File: config.mk
export PLATFORM = sky130hd
export DESIGN_NAME = host_serial_and_loopback_ctrl
export DESIGN_NICKNAME = d
export VERILOG_FILES = /design/src/design/serial_ctrl_pkg.sv /design/src/design/host_serial_and_loopback_ctrl.sv
export SDC_FILE = /design/constraint.sdc
export NUM_CORES = 1
export LEC_CHECK = 0
export BUFFER_PORTS_ARGS = -buffer_cell sky130_fd_sc_hd__buf_4
export CAP_MARGIN = 10
export CORE_MARGIN = 2
export CORE_UTILIZATION = 52
export DETAILED_ROUTE_END_ITERATION = 8
export GPL_TIMING_DRIVEN = 0
export PLACE_DENSITY = 0.84
export SLEW_MARGIN = 40
export SYNTH_ARGS = -nofsm -noshare
export SYNTH_HDL_FRONTEND = slang
export SYNTH_SLANG_ARGS = --single-unit
File: constraint.sdc
create_clock -name clk -period 2.25 [get_ports clk]
set_input_delay 0.225 -clock clk [delete_from_list [all_inputs] [get_ports clk]]
set_output_delay 0.225 -clock clk [all_outputs]
set_load 0.01 [all_outputs]
File: src/design/serial_ctrl_pkg.sv
// Purpose: Shared constants and types for the host serial and loopback control block
// Assumes: 40 MHz system clock; serial clock well below a quarter of it
// Notes: Frame is an 8-bit header (read flag, 7-bit address) then 8 data bits, MSB first
package serial_ctrl_pkg;
	localparam int CMD_W = 8;
	localparam int CMD_COUNT = 8;
	localparam int CMD_IDX_W = 3;
	localparam int ADDR_W = 7;
	localparam int CNT_W = 3;
	localparam int ALARM_W = 2;
	localparam int SYNC_W = 11;
	localparam int HDR_RW_POS = 6;
	localparam int CHAN_INT_EN_BIT = 0;
	localparam int CHAN_LOOP_LSB = 1;
	localparam logic [CNT_W-1:0] HDR_LAST = 3'h7;
	localparam logic [CNT_W-1:0] DATA_LAST = 3'h7;
	localparam logic [CMD_IDX_W-1:0] CMD_CHAN_CTRL = 3'h0;
	localparam logic [CMD_IDX_W-1:0] CMD_ALARM_STAT = 3'h1;
	localparam logic [CMD_W-1:0] CMD_RESET_VAL = 8'h00;
	// Sync vector order: host_mode, cs_n, sclk, sdi, sdo_i, int_i, reg_reset_n, local loop, remote loop, alarm[1:0]
	localparam logic [SYNC_W-1:0] SYNC_INIT = 11'h210;
	localparam int AV_ADDR_W = 4;
	localparam logic [AV_ADDR_W-1:0] AV_STATUS = 4'h0;
	localparam logic [AV_ADDR_W-1:0] AV_MASK = 4'h4;
	localparam logic [AV_ADDR_W-1:0] AV_MODE = 4'h8;
	localparam logic [AV_ADDR_W-1:0] AV_CTRL = 4'hc;
	localparam int EV_W = 3;
	localparam int EV_WRITE = 0;
	localparam int EV_READ = 1;
	localparam int EV_INT = 2;
	localparam int CTRL_PORT_EN_BIT = 0;
	localparam logic [31:0] CTRL_RESET = 32'h0000_0001;
	localparam logic [EV_W-1:0] MASK_RESET = 3'h0;

	typedef enum logic [1:0] {
		LOOP_NORMAL = 2'b00,
		LOOP_ANALOG_LOCAL = 2'b01,
		LOOP_REMOTE = 2'b10,
		LOOP_DIGITAL = 2'b11
	} loop_mode_t;

	typedef enum logic [1:0] {
		SP_IDLE = 2'b00,
		SP_HDR = 2'b01,
		SP_DATA = 2'b10,
		SP_END = 2'b11
	} sp_state_t;

	typedef struct packed {
		logic cs_n;
		logic sclk;
		logic serial_port_in;
	} serial_in_t;

	typedef struct packed {
		logic receive_clock_invert;
		logic transmit_clock_invert;
		logic receiver_power_on;
		logic receive_monitor_mode;
		logic mute_on_signal_loss;
	} hw_ctrl_t;
endpackage

File: src/design/host_serial_and_loopback_ctrl.sv
// Purpose: Serial host port, loopback selection, hardware-mode pin reuse and interrupt pin
// Assumes: All pins are asynchronous to clk and pass two flip-flops; sclk at most clk/8
// Notes: Avalon-MM slave with one wait state; command registers live on the serial side
// Operation
// - In hardware mode the loopback mode follows the remote and local loop inputs as {remote, local}.
// - In host mode both loop inputs are ignored and the loopback mode comes from the channel control register.
// - The serial port answers only while the active-low chip select is low.
// - Serial input bits are sampled on rising edges of the serial clock.
// - During reads the serial output changes only on falling edges of the serial clock.
// - A read shifts out, MSB first, the addressed command register.
// - The serial output is driven only during the data phase of a read and released once it completes.
// - While the register reset input is low all command registers return to their defaults.
// - In host mode a pending interrupt drives the interrupt pin low.
// - With the interrupt enable bit cleared the interrupt pin stays high.
// - In hardware mode select, serial clock, data in, data out and interrupt pins act as control inputs.
`timescale 1ns/1ps
module host_serial_and_loopback_ctrl
	import serial_ctrl_pkg::*;
(
	input wire logic clk,
	input wire logic srst,
	input wire logic [serial_ctrl_pkg::AV_ADDR_W-1:0] avs_address,
	input wire logic avs_read,
	input wire logic avs_write,
	input wire logic [31:0] avs_writedata,
	output logic [31:0] avs_readdata,
	output logic avs_waitrequest,
	output logic irq,
	input wire logic host_mode_pin,
	input wire serial_ctrl_pkg::serial_in_t serial_pins,
	input wire logic sdo_i,
	output logic sdo_o,
	output logic sdo_oe,
	input wire logic int_i,
	output logic int_o,
	output logic int_oe,
	input wire logic reg_reset_n,
	input wire logic local_loop_select,
	input wire logic remote_loop_select,
	input wire logic [serial_ctrl_pkg::ALARM_W-1:0] line_alarm,
	output serial_ctrl_pkg::loop_mode_t loop_mode,
	output serial_ctrl_pkg::hw_ctrl_t hw_ctrl
);
	import serial_ctrl_pkg::*;

	logic [SYNC_W-1:0] sync1_q, sync2_q;
	logic hm_s, cs_n_s, sclk_s, sdi_s, sdo_in_s, int_in_s, rst_n_s, local_loop_s, remote_loop_s;
	logic [ALARM_W-1:0] alarm_s, alarm_prev_q;
	logic sclk_prev_q;
	logic sclk_rise, sclk_fall, active;
	sp_state_t state_q, state_d;
	logic [CNT_W-1:0] cnt_q, cnt_d;
	logic [CMD_W-1:0] shin_q, shin_d, shout_q, shout_d;
	logic [ADDR_W-1:0] addr_q, addr_d;
	logic rd_q, rd_d, sdo_q, sdo_d, oe_q, oe_d;
	logic wr_commit, rd_load, rd_done;
	logic [CMD_W-1:0] cmd_q [CMD_COUNT];
	logic [ADDR_W-1:0] hdr_addr;
	logic hdr_rw, hdr_hit, wr_hit;
	logic [CMD_W-1:0] shift_word, cmd_sel;
	logic stat_rd_clr, int_en, pending, pending_q;
	logic [ALARM_W-1:0] alarm_rise;
	loop_mode_t host_loop, loop_d;
	hw_ctrl_t hw_d;
	logic int_o_q, int_oe_q;
	logic ack_q;
	logic [31:0] ctrl_q, rdata_q, rd_mux;
	logic [EV_W-1:0] status_q, mask_q, events;
	logic req, port_en, status_clr, mask_wr, ctrl_wr;

	// Every pin is two-stage synchronised; only sync2_q is read by logic
	always_ff @(posedge clk) begin
		if (srst) begin
			sync1_q <= SYNC_INIT;
			sync2_q <= SYNC_INIT;
		end else begin
			sync1_q <= {host_mode_pin, serial_pins.cs_n, serial_pins.sclk, serial_pins.serial_port_in, sdo_i, int_i,
				reg_reset_n, local_loop_select, remote_loop_select, line_alarm};
			sync2_q <= sync1_q;
		end
	end

	assign {hm_s, cs_n_s, sclk_s, sdi_s, sdo_in_s, int_in_s, rst_n_s, local_loop_s, remote_loop_s, alarm_s} = sync2_q;

	always_ff @(posedge clk) begin
		if (srst) begin
			sclk_prev_q <= 1'b0;
			alarm_prev_q <= '0;
		end else begin
			sclk_prev_q <= sclk_s;
			alarm_prev_q <= alarm_s;
		end
	end

	assign sclk_rise = sclk_s & ~sclk_prev_q;
	assign sclk_fall = ~sclk_s & sclk_prev_q;
	assign alarm_rise = alarm_s & ~alarm_prev_q;
	// Deselect mid-frame aborts the access and drops any write in flight
	assign active = hm_s & ~cs_n_s & port_en;

	assign shift_word = {shin_q[CMD_W-2:0], sdi_s};
	assign hdr_rw = shin_q[HDR_RW_POS];
	assign hdr_addr = shift_word[ADDR_W-1:0];
	assign hdr_hit = (hdr_addr[ADDR_W-1:CMD_IDX_W] == '0);
	assign cmd_sel = hdr_hit ? cmd_q[hdr_addr[CMD_IDX_W-1:0]] : CMD_RESET_VAL;
	assign wr_hit = (addr_q[ADDR_W-1:CMD_IDX_W] == '0) && (addr_q[CMD_IDX_W-1:0] != CMD_ALARM_STAT);

	always_comb begin
		state_d = state_q;
		cnt_d = cnt_q;
		shin_d = shin_q;
		shout_d = shout_q;
		addr_d = addr_q;
		rd_d = rd_q;
		sdo_d = sdo_q;
		oe_d = oe_q;
		wr_commit = 1'b0;
		rd_load = 1'b0;
		rd_done = 1'b0;
		unique case (state_q)
			SP_IDLE: begin
				if (active) begin
					state_d = SP_HDR;
					cnt_d = '0;
				end
			end
			SP_HDR: begin
				if (sclk_rise) begin
					shin_d = shift_word;
					cnt_d = cnt_q + 3'h1;
					if (cnt_q == HDR_LAST) begin
						rd_d = hdr_rw;
						addr_d = hdr_addr;
						rd_load = hdr_rw;
						shout_d = cmd_sel;
						state_d = SP_DATA;
					end
				end
			end
			SP_DATA: begin
				if (sclk_fall && rd_q) begin
					sdo_d = shout_q[CMD_W-1];
					shout_d = {shout_q[CMD_W-2:0], 1'b0};
					oe_d = 1'b1;
				end
				if (sclk_rise) begin
					shin_d = shift_word;
					cnt_d = cnt_q + 3'h1;
					if (cnt_q == DATA_LAST) begin
						state_d = SP_END;
						oe_d = 1'b0;
						wr_commit = ~rd_q;
						rd_done = rd_q;
					end
				end
			end
			SP_END: begin
				state_d = SP_END;
			end
		endcase
		if (!active) begin
			state_d = SP_IDLE;
			oe_d = 1'b0;
		end
	end

	always_ff @(posedge clk) begin
		if (srst) begin
			state_q <= SP_IDLE;
			cnt_q <= '0;
			shin_q <= '0;
			shout_q <= '0;
			addr_q <= '0;
			rd_q <= 1'b0;
			sdo_q <= 1'b0;
			oe_q <= 1'b0;
		end else begin
			state_q <= state_d;
			cnt_q <= cnt_d;
			shin_q <= shin_d;
			shout_q <= shout_d;
			addr_q <= addr_d;
			rd_q <= rd_d;
			sdo_q <= sdo_d;
			oe_q <= oe_d;
		end
	end

	assign sdo_o = sdo_q;
	assign sdo_oe = oe_q;

	// Reading the alarm register clears it; a new alarm in the same cycle still lands
	assign stat_rd_clr = rd_load && hdr_hit && (hdr_addr[CMD_IDX_W-1:0] == CMD_ALARM_STAT);

	always_ff @(posedge clk) begin
		if (srst || !rst_n_s) begin
			for (int i = 0; i < CMD_COUNT; i++) begin
				cmd_q[i] <= CMD_RESET_VAL;
			end
		end else begin
			if (wr_commit && wr_hit) begin
				cmd_q[addr_q[CMD_IDX_W-1:0]] <= shift_word;
			end
			cmd_q[CMD_ALARM_STAT] <= (cmd_q[CMD_ALARM_STAT] & ~{CMD_W{stat_rd_clr}}) | CMD_W'(alarm_rise);
		end
	end

	assign int_en = cmd_q[CMD_CHAN_CTRL][CHAN_INT_EN_BIT];
	assign pending = int_en & (|cmd_q[CMD_ALARM_STAT]);
	assign host_loop = loop_mode_t'(cmd_q[CMD_CHAN_CTRL][CHAN_LOOP_LSB +: 2]);
	assign loop_d = hm_s ? host_loop : loop_mode_t'({remote_loop_s, local_loop_s});
	// Pins double as control inputs only outside host mode; they read zero otherwise
	assign hw_d = hm_s ? '0 : hw_ctrl_t'({cs_n_s, sclk_s, sdi_s, sdo_in_s, int_in_s});

	always_ff @(posedge clk) begin
		if (srst) begin
			loop_mode <= LOOP_NORMAL;
			hw_ctrl <= '0;
			int_o_q <= 1'b1;
			int_oe_q <= 1'b0;
			pending_q <= 1'b0;
		end else begin
			loop_mode <= loop_d;
			hw_ctrl <= hw_d;
			int_o_q <= ~(pending & hm_s);
			int_oe_q <= hm_s;
			pending_q <= pending & hm_s;
		end
	end

	assign int_o = int_o_q;
	assign int_oe = int_oe_q;

	// Avalon slave: every access takes exactly one wait state
	assign req = avs_read | avs_write;
	assign avs_waitrequest = req & ~ack_q;
	assign status_clr = avs_read & ack_q & (avs_address == AV_STATUS);
	assign mask_wr = avs_write & ack_q & (avs_address == AV_MASK);
	assign ctrl_wr = avs_write & ack_q & (avs_address == AV_CTRL);
	assign port_en = ctrl_q[CTRL_PORT_EN_BIT];
	assign events = {~pending_q & pending & hm_s, rd_done, wr_commit};
	assign rd_mux = (avs_address == AV_STATUS) ? 32'(status_q) :
		(avs_address == AV_MASK) ? 32'(mask_q) :
		(avs_address == AV_MODE) ? 32'({hm_s, state_q, loop_mode}) :
		(avs_address == AV_CTRL) ? ctrl_q : 32'h0000_0000;

	always_ff @(posedge clk) begin
		if (srst) begin
			ack_q <= 1'b0;
			rdata_q <= '0;
			status_q <= '0;
			mask_q <= MASK_RESET;
			ctrl_q <= CTRL_RESET;
		end else begin
			ack_q <= req & ~ack_q;
			if (avs_read && !ack_q) begin
				rdata_q <= rd_mux;
			end
			status_q <= (status_q & ~{EV_W{status_clr}}) | events;
			if (mask_wr) begin
				mask_q <= avs_writedata[EV_W-1:0];
			end
			if (ctrl_wr) begin
				ctrl_q <= avs_writedata;
			end
		end
	end

	assign avs_readdata = rdata_q;
	assign irq = |(status_q & mask_q);
endmodule // host_serial_and_loopback_ctrl

==> results.cfg, run 1 <==
[worst_setup_path]
end_kind = flop
critical_path.max_fanout = 8
critPathSlowestCell = or4_4
critPathKind = reg -> reg
cp-startpoint = addr_q[5]
cp_data_required_time_ns = 2.39
rr_endpoint = cmd_q[2][4]
ff2ff_setup_slack_ns = -0.18
regToRegStartpoint = addr_q[5]
critPathArrivalTime_ns = 2.57
crit_path_max_incr_delay_ns = 0.54
path_common_cell = or4_4
cp_cell_sequence = or4_4, or4_4, buf_12, nor4b_4, nand2b_4
ff2ff_path_depth = 5
cp-start-kind = flop
crit_path_end = cmd_q[2][4]

[timing]
hold_violations = 0
maxSlewHeadroom = 0.488
setup_viol_count_final = 72
setup_slack_ns = -0.182
tightest_slew_ns = 0.767
skew_ns = 0.00814
whs_ns = 0.0215
rsz0062_at_grt = yes
slew_viol_final = 0
fmax_mhz = 411
tns_ns = -6.99
period_share = 1.08
finalCriticalPeriod_ns = 2.43

[global_route]
gr-max-usage-layer = met2
met3_usage = 0.0582
grt_first_pass_wirelength_microns = 30800
antenna_found_initial = 0
grt_pass1_vias = 5888
grtUsageMet2 = 0.415
grt_max_degree = 21
grt_util_met1 = 0.319
grt_util_all_layers = 0.249
grt.overflow.total = 0

[cts]
cts.sinks = 200
cts_buffers = 17
clk_path_buf_depth = 2
cts.htree.levels = 4
clock_latency_ns = 0.45
tritoncts = built
clockRootBuffer = clkbuf_16
path_clk_slew_ns = 0.08

[logic_synthesis]
synthFlopType = dfxtp_1
synth_edf_count = 56
avgSynthCellArea_sq_um = 10.9
synth_top_cell_area_share = 0.368
syn_area_sq_mm = 0.00784
syn_inst = 721
ys_seq_area_frac = 0.583
synth_cell_type_count = 44
yosys_register_bits = 200
ys_warn_count = 0
async_flop_share = 0
yosysTopAreaCell = dfxtp_1
yosys-top-cells-area = dfxtp_1 37%, edfxtp_1 21%, and2_1 5.5%, mux4_2 4.6%, nand2_1 4.6%
syn_nets = 778

[route]
wire_per_inst_microns = 18.4
final_antenna_net_count = 0
first_pass_iters = 5
routed_wl_microns = 19500
drt_iter0_markers = 642
drcViolationCount = 0
avgViaCountPerCell = 5.61
vias = 5939

[die]
num_rows = 44
die-area_sq_mm = 0.0161
initial_core_util = 0.535
die_width_microns = 127
pin_count = 96
design.core.area_sq_mm = 0.0146
die_h_microns = 127

[final_layout]
nets = 919
n_antenna_cell = 0
post_route_cells_drive_above_1_share = 0.254
post-route-util = 0.669
areaGrowthSynthToFinish_pct = 25.0
fill_cells = 1056

[outcome]
violations = negative setup slack
status = finished, violations left

[placement]
dpl.hpwl_microns = 13000
port_buffers = 94
place_congestion = 0.840

[min_path]
hp-class = in -> reg

[flow_run]
drv_cap = 0

[pwr]
pwr_density_cell_mw_per_mm2 = 726
vdd_ir_drop_max_mv = 0.566
p_leak_nw = 3.69
## cell usage in the layout (no fill, tap or decap), types with 4 or more instances in the layout
master         count
dfxtp_2            4
nand2b_4           7
mux4_2            16
and3_1             7
nand3b_1           5
nor2b_1           27
a21oi_1           53
clkbuf_1          41
dfxtp_1          139
nor4_1             4
and2_4            16
or2_2              5
dlygate4sd3_1      7
a22oi_1           27
nor2_1            46
edfxtp_1          56
inv_1              8
mux2i_1           21
and2_1            53
o22ai_1            8
nand2_1           96
nand4_1            4
clkbuf_16         17
buf_4            112
nand3_1           12
nand2b_1           6
clkinv_8           4
nor3_1             4
mux2_2             4
## cells in the mapped netlist (2+ instances only)
library cell and number:
nand3b_1 5, mux4_2 16, nand3_1 12, buf_1 2, nand2_1 96, buf_2 2, mux2_2 4, nand4_1 4
nor4_1 4, a22oi_1 27, nand4b_1 3, nor2_1 47, mux2i_1 21, a221oi_1 3, nor4_4 3, or2_2 5
and4_1 2, o21ai_0 3, nor4b_4 2, edfxtp_1 56, clkbuf_1 43, o32ai_1 3, a21oi_1 54, nor3_1 4
o22ai_1 8, a22o_1 3, nor3_4 2, ha_1 6, nor2b_1 28, and2_1 69, nand2b_1 13, or4_1 2
and3_1 7, dfxtp_1 144, inv_1 9
## metal layers
| metal | wire, microns | vias to the layer above |
|---|---|---|
| met5 | 0 | - |
| met4 | 457 | 0 |
| met3 | 1280 | 40 |
| met2 | 9600 | 243 |
| met1 | 8140 | 2845 |
| li1 | - | 2811 |
## kinds of logic (layout without fill, tap and decap cells)
kind of cell / count (synthesis) / count (layout) / synth area share
and+or+nand+nor: 310 / 310 / 0.216
adders and majority gates: 6 / 6 / 0.00958
DFF: 200 / 200 / 0.583
AOI/OAI and AO/OA: 106 / 106 / 0.0845
muxes: 41 / 41 / 0.0786
buffers and inverters: 58 / 212 / 0.0291
## flip-flops by register name, summed over array words and instances (netlist names), 2 cells and up
name and flops:
mask_q 3, sync2_q 11, cmd_q 64, status_q 3, loop_mode 2, addr_q 7, alarm_prev_q 2, hw_ctrl 5
sync1_q 11, cnt_q 3, shin_q 7, state_q 2, avs_readdata 32, ctrl_q 32, shout_q 8
## critical path: cells and delay by family, from the launching register on
kind,cells,cell delay [ns]
flops,1,0.33
simple gates,4,1.62
buf+inv,1,0.17
## per-stage QoR
stage,cells,worst slack [ns],area [sq um],power (mW)
floorplan,721,0.00562,7890,4.03
global placement,999,-0.382,8830,4.18
detailed placement,999,-0.402,8830,4.19
CTS,1059,-0.125,9720,7.13
global route,1059,-0.223,9790,7.33
finish,1059,-0.182,9790,7.11
## cell type report
cell class,instances,area [sq um],area share
timing repair buffer,123,968,0.0989
inverter,10,37.5,0.00383
buffer,47,196,0.0201
clock inverter,15,160,0.0164
multi-input combinational,463,3200,0.327
sequential,200,4570,0.467
tap,184,230,0.0235
clock buffer,17,425,0.0434
## where the power goes
group	internal [mW]	total, mW	switching (mW)
Combinational	0.144	0.324	0.181
Sequential	3.77	3.81	0.0355
Clock	1.49	2.98	1.49
Total	5.40	7.11	1.71
## how the worst min path moves through the flow
stage	from	end	slack, ns	cells past startpoint
finish	avs_writedata[7]	ctrl_q[7]	0.02	3
global route	avs_writedata[7]	ctrl_q[7]	0.02	3
CTS	avs_writedata[14]	ctrl_q[14]	0.007	3
detailed placement	sync1_q[4]	sync2_q[4]	0.39	1
global placement	sync1_q[9]	sync2_q[9]	0.40	1
floorplan	srst	int_oe	0.32	1
## what timing repair did
action,4_1_cts,5_1_grt
gates resized for setup,15,26
endpoints found under the hold margin,7,0
pin swaps,10,11
hold buffers,7,0
setup buffers,21,3
setup endpoints to repair,89,124
Power figures use the tool's default switching activity.
==> run 2, diff against run 1 <==
--- a/config.mk
+++ b/config.mk
@@ -5,6 +5,7 @@
 export SDC_FILE = /design/constraint.sdc
 export NUM_CORES = 1
 export LEC_CHECK = 0
+export ABC_AREA = 1
 export BUFFER_PORTS_ARGS = -buffer_cell sky130_fd_sc_hd__buf_4
 export CAP_MARGIN = 10
 export CORE_MARGIN = 2
@@ -12,7 +13,9 @@
 export DETAILED_ROUTE_END_ITERATION = 8
 export GPL_TIMING_DRIVEN = 0
 export PLACE_DENSITY = 0.84
+export SETUP_SLACK_MARGIN = 0.2
 export SLEW_MARGIN = 40
 export SYNTH_ARGS = -nofsm -noshare
 export SYNTH_HDL_FRONTEND = slang
 export SYNTH_SLANG_ARGS = --single-unit
+export TNS_END_PERCENT = 20
==> results.cfg, run 2 <==
[die]
pin_count = 96
design.core.area_sq_mm = 0.0150
num_rows = 45
die-area_sq_mm = 0.0162
die_width_microns = 127
initial_core_util = 0.527
die_h_microns = 127

[outcome]
status = finished clean

[placement]
place_ws_ns = -0.0857
dpl.hpwl_microns = 13500
port_buffers = 94
place_congestion = 0.886

[route]
drcViolationCount = 0
routed_wl_microns = 20100
drt_iter0_markers = 841
avgViaCountPerCell = 5.44
first_pass_iters = 5
final_antenna_net_count = 0
vias = 7034
wire_per_inst_microns = 15.6

[cts]
cts.sinks = 200
cts.htree.levels = 4
clockRootBuffer = clkbuf_16
clk_path_buf_depth = 2
tritoncts = built
clock_latency_ns = 0.44
path_clk_slew_ns = 0.07
cts_buffers = 17

[global_route]
grt_util_all_layers = 0.253
grt_pass1_vias = 6714
grt_max_degree = 18
grt_first_pass_wirelength_microns = 32200
antenna_found_initial = 0
grt.overflow.total = 0

[logic_synthesis]
synthSimpleGateAreaFrac = 0.231
syn_nets = 1017
yosysTopAreaCell = dfxtp_1
synth_fa_ha_area_frac = 0.00947
synth_most_common_cell = nand2_1
synth_cell_type_count = 29
synthMuxAreaShare = 0
synthTopCellsByCount = 187 x nand2_1, 169 x nor2_1, 144 x dfxtp_1
synthFlopType = dfxtp_1
synth_top_cell_area_share = 0.364
syn_area_sq_mm = 0.00793
synth_compound_area_frac = 0.111
ys_warn_count = 0
synth_top_family_by_area = simple AND/OR/NAND/NOR gates
ys_seq_area_frac = 0.576
yosys_register_bits = 200
async_flop_share = 0
avgSynthCellArea_sq_um = 8.26
synth_edf_count = 56
syn_inst = 960
yosys-top-cells-area = dfxtp_1 36%, edfxtp_1 21%, nand2_1 8.9%, nor2_1 8.0%, o21ai_0 5.4%
synth_xor_area_frac = 0

[final_layout]
largest_reg_flops = 64
nets = 1150
max_flop_register = cmd_q
areaGrowthSynthToFinish_pct = 23.7
n_antenna_cell = 0
post-route-util = 0.652
final_cell_mix = 180 x nand2_1, 169 x nor2_1, 144 x dfxtp_1
post_route_cells_drive_above_1_share = 0.155
final_common_cell = nand2_1

[pwr]
p_leak_nw = 4.12
pwr_density_cell_mw_per_mm2 = 778
vdd_ir_drop_max_mv = 0.599

[timing]
hold_violations = 0
fmax_mhz = 490
skew_ns = 0.0155
setup_slack_ns = 0.211
finalCriticalPeriod_ns = 2.04
rsz0062_at_grt = yes
slew_viol_final = 0
maxSlewHeadroom = 0.511
setup_viol_count_final = 0
tns_ns = 0
tightest_slew_ns = 0.733
whs_ns = 0.0111
period_share = 0.906

[min_path]
worstHoldPathCells = 3
hp-class = in -> reg

[worst_setup_path]
critical_path.max_fanout = 10
critPathKind = reg -> reg
crit_path_end = cmd_q[4][6]
critPathArrivalTime_ns = 2.18
regToRegStartpoint = state_q[0]
rr_endpoint = cmd_q[4][6]
cp_data_required_time_ns = 2.39
end_kind = flop
ff2ff_path_depth = 9
cp-start-kind = flop
cp-startpoint = state_q[0]
ff2ff_setup_slack_ns = 0.21

[flow_run]
drv_cap = 0
==> run 2: critical path, stage by stage, from the launching register on <==
cell	delay (ns)
dfxtp_1	0.36
inv_1	0.10
ha_1	0.19
buf_4	0.19
nand2_1	0.12
nor2_4	0.15
buf_12	0.15
buf_12	0.11
nand4_4	0.18
nand2_4	0.19
==> run 2: cell type report <==
type                       count  area [sq um]
fill                        1136          5230
sequential                   200          4560
multi-input combinational    612          2880
timing repair buffer         114           913
clock buffer                  19           454
inverter                     101           379
tap                          188           235
buffer                        47           200
clock inverter                13           176
==> run 2: power breakdown <==
part | switching (mW) | internal, mW
Sequential | 0.0509 | 3.81
Clock | 1.37 | 1.88
Combinational | 0.295 | 0.213
==> run 2: metal layers <==
layer / vias up / part of all wire / GRT usage
met4: 0 / 0.035 / 0.121
met3: 64 / 0.081 / 0.0540
li1: 3366 / - / -
met5: - / 0 / 0
met2: 356 / 0.48 / 0.406
met1: 3248 / 0.41 / 0.329
==> run 2: worst min path at each step <==
stage	to	slack, ns	from
finish	ctrl_q[13]	0.01	avs_writedata[13]
global route	ctrl_q[9]	0.009	avs_writedata[9]
CTS	ctrl_q[28]	0.003	avs_writedata[28]
detailed placement	sync2_q[9]	0.39	sync1_q[9]
global placement	sync2_q[8]	0.39	sync1_q[8]
floorplan	sync1_q[4]	0.33	reg_reset_n
==> run 2: timing repair <==
item                                    CTS  global route
hold endpoints to repair                 13             0
pin swaps                                 3             1
gates resized for setup                  19             3
endpoints found under the setup margin   56            70
setup buffers                             5             2
hold buffers                             13             0
==> run 2: cells by family (layout without fill, tap and decap cells) <==
family | count (synthesis) | count (layout)
flops | 200 | 200
simple gates | 436 | 436
fa+ha+maj | 6 | 6
compound gates | 170 | 170
buf+inv | 148 | 294
==> run 2: metrics by stage <==
step                std cells  total power [mW]  instance area, sq um
floorplan                 960              4.17                  7930
global placement         1242              4.40                  8870
detailed placement       1242              4.41                  8870
CTS                      1292              7.62                  9780
global route             1294              7.85                  9800
finish                   1294              7.63                  9800
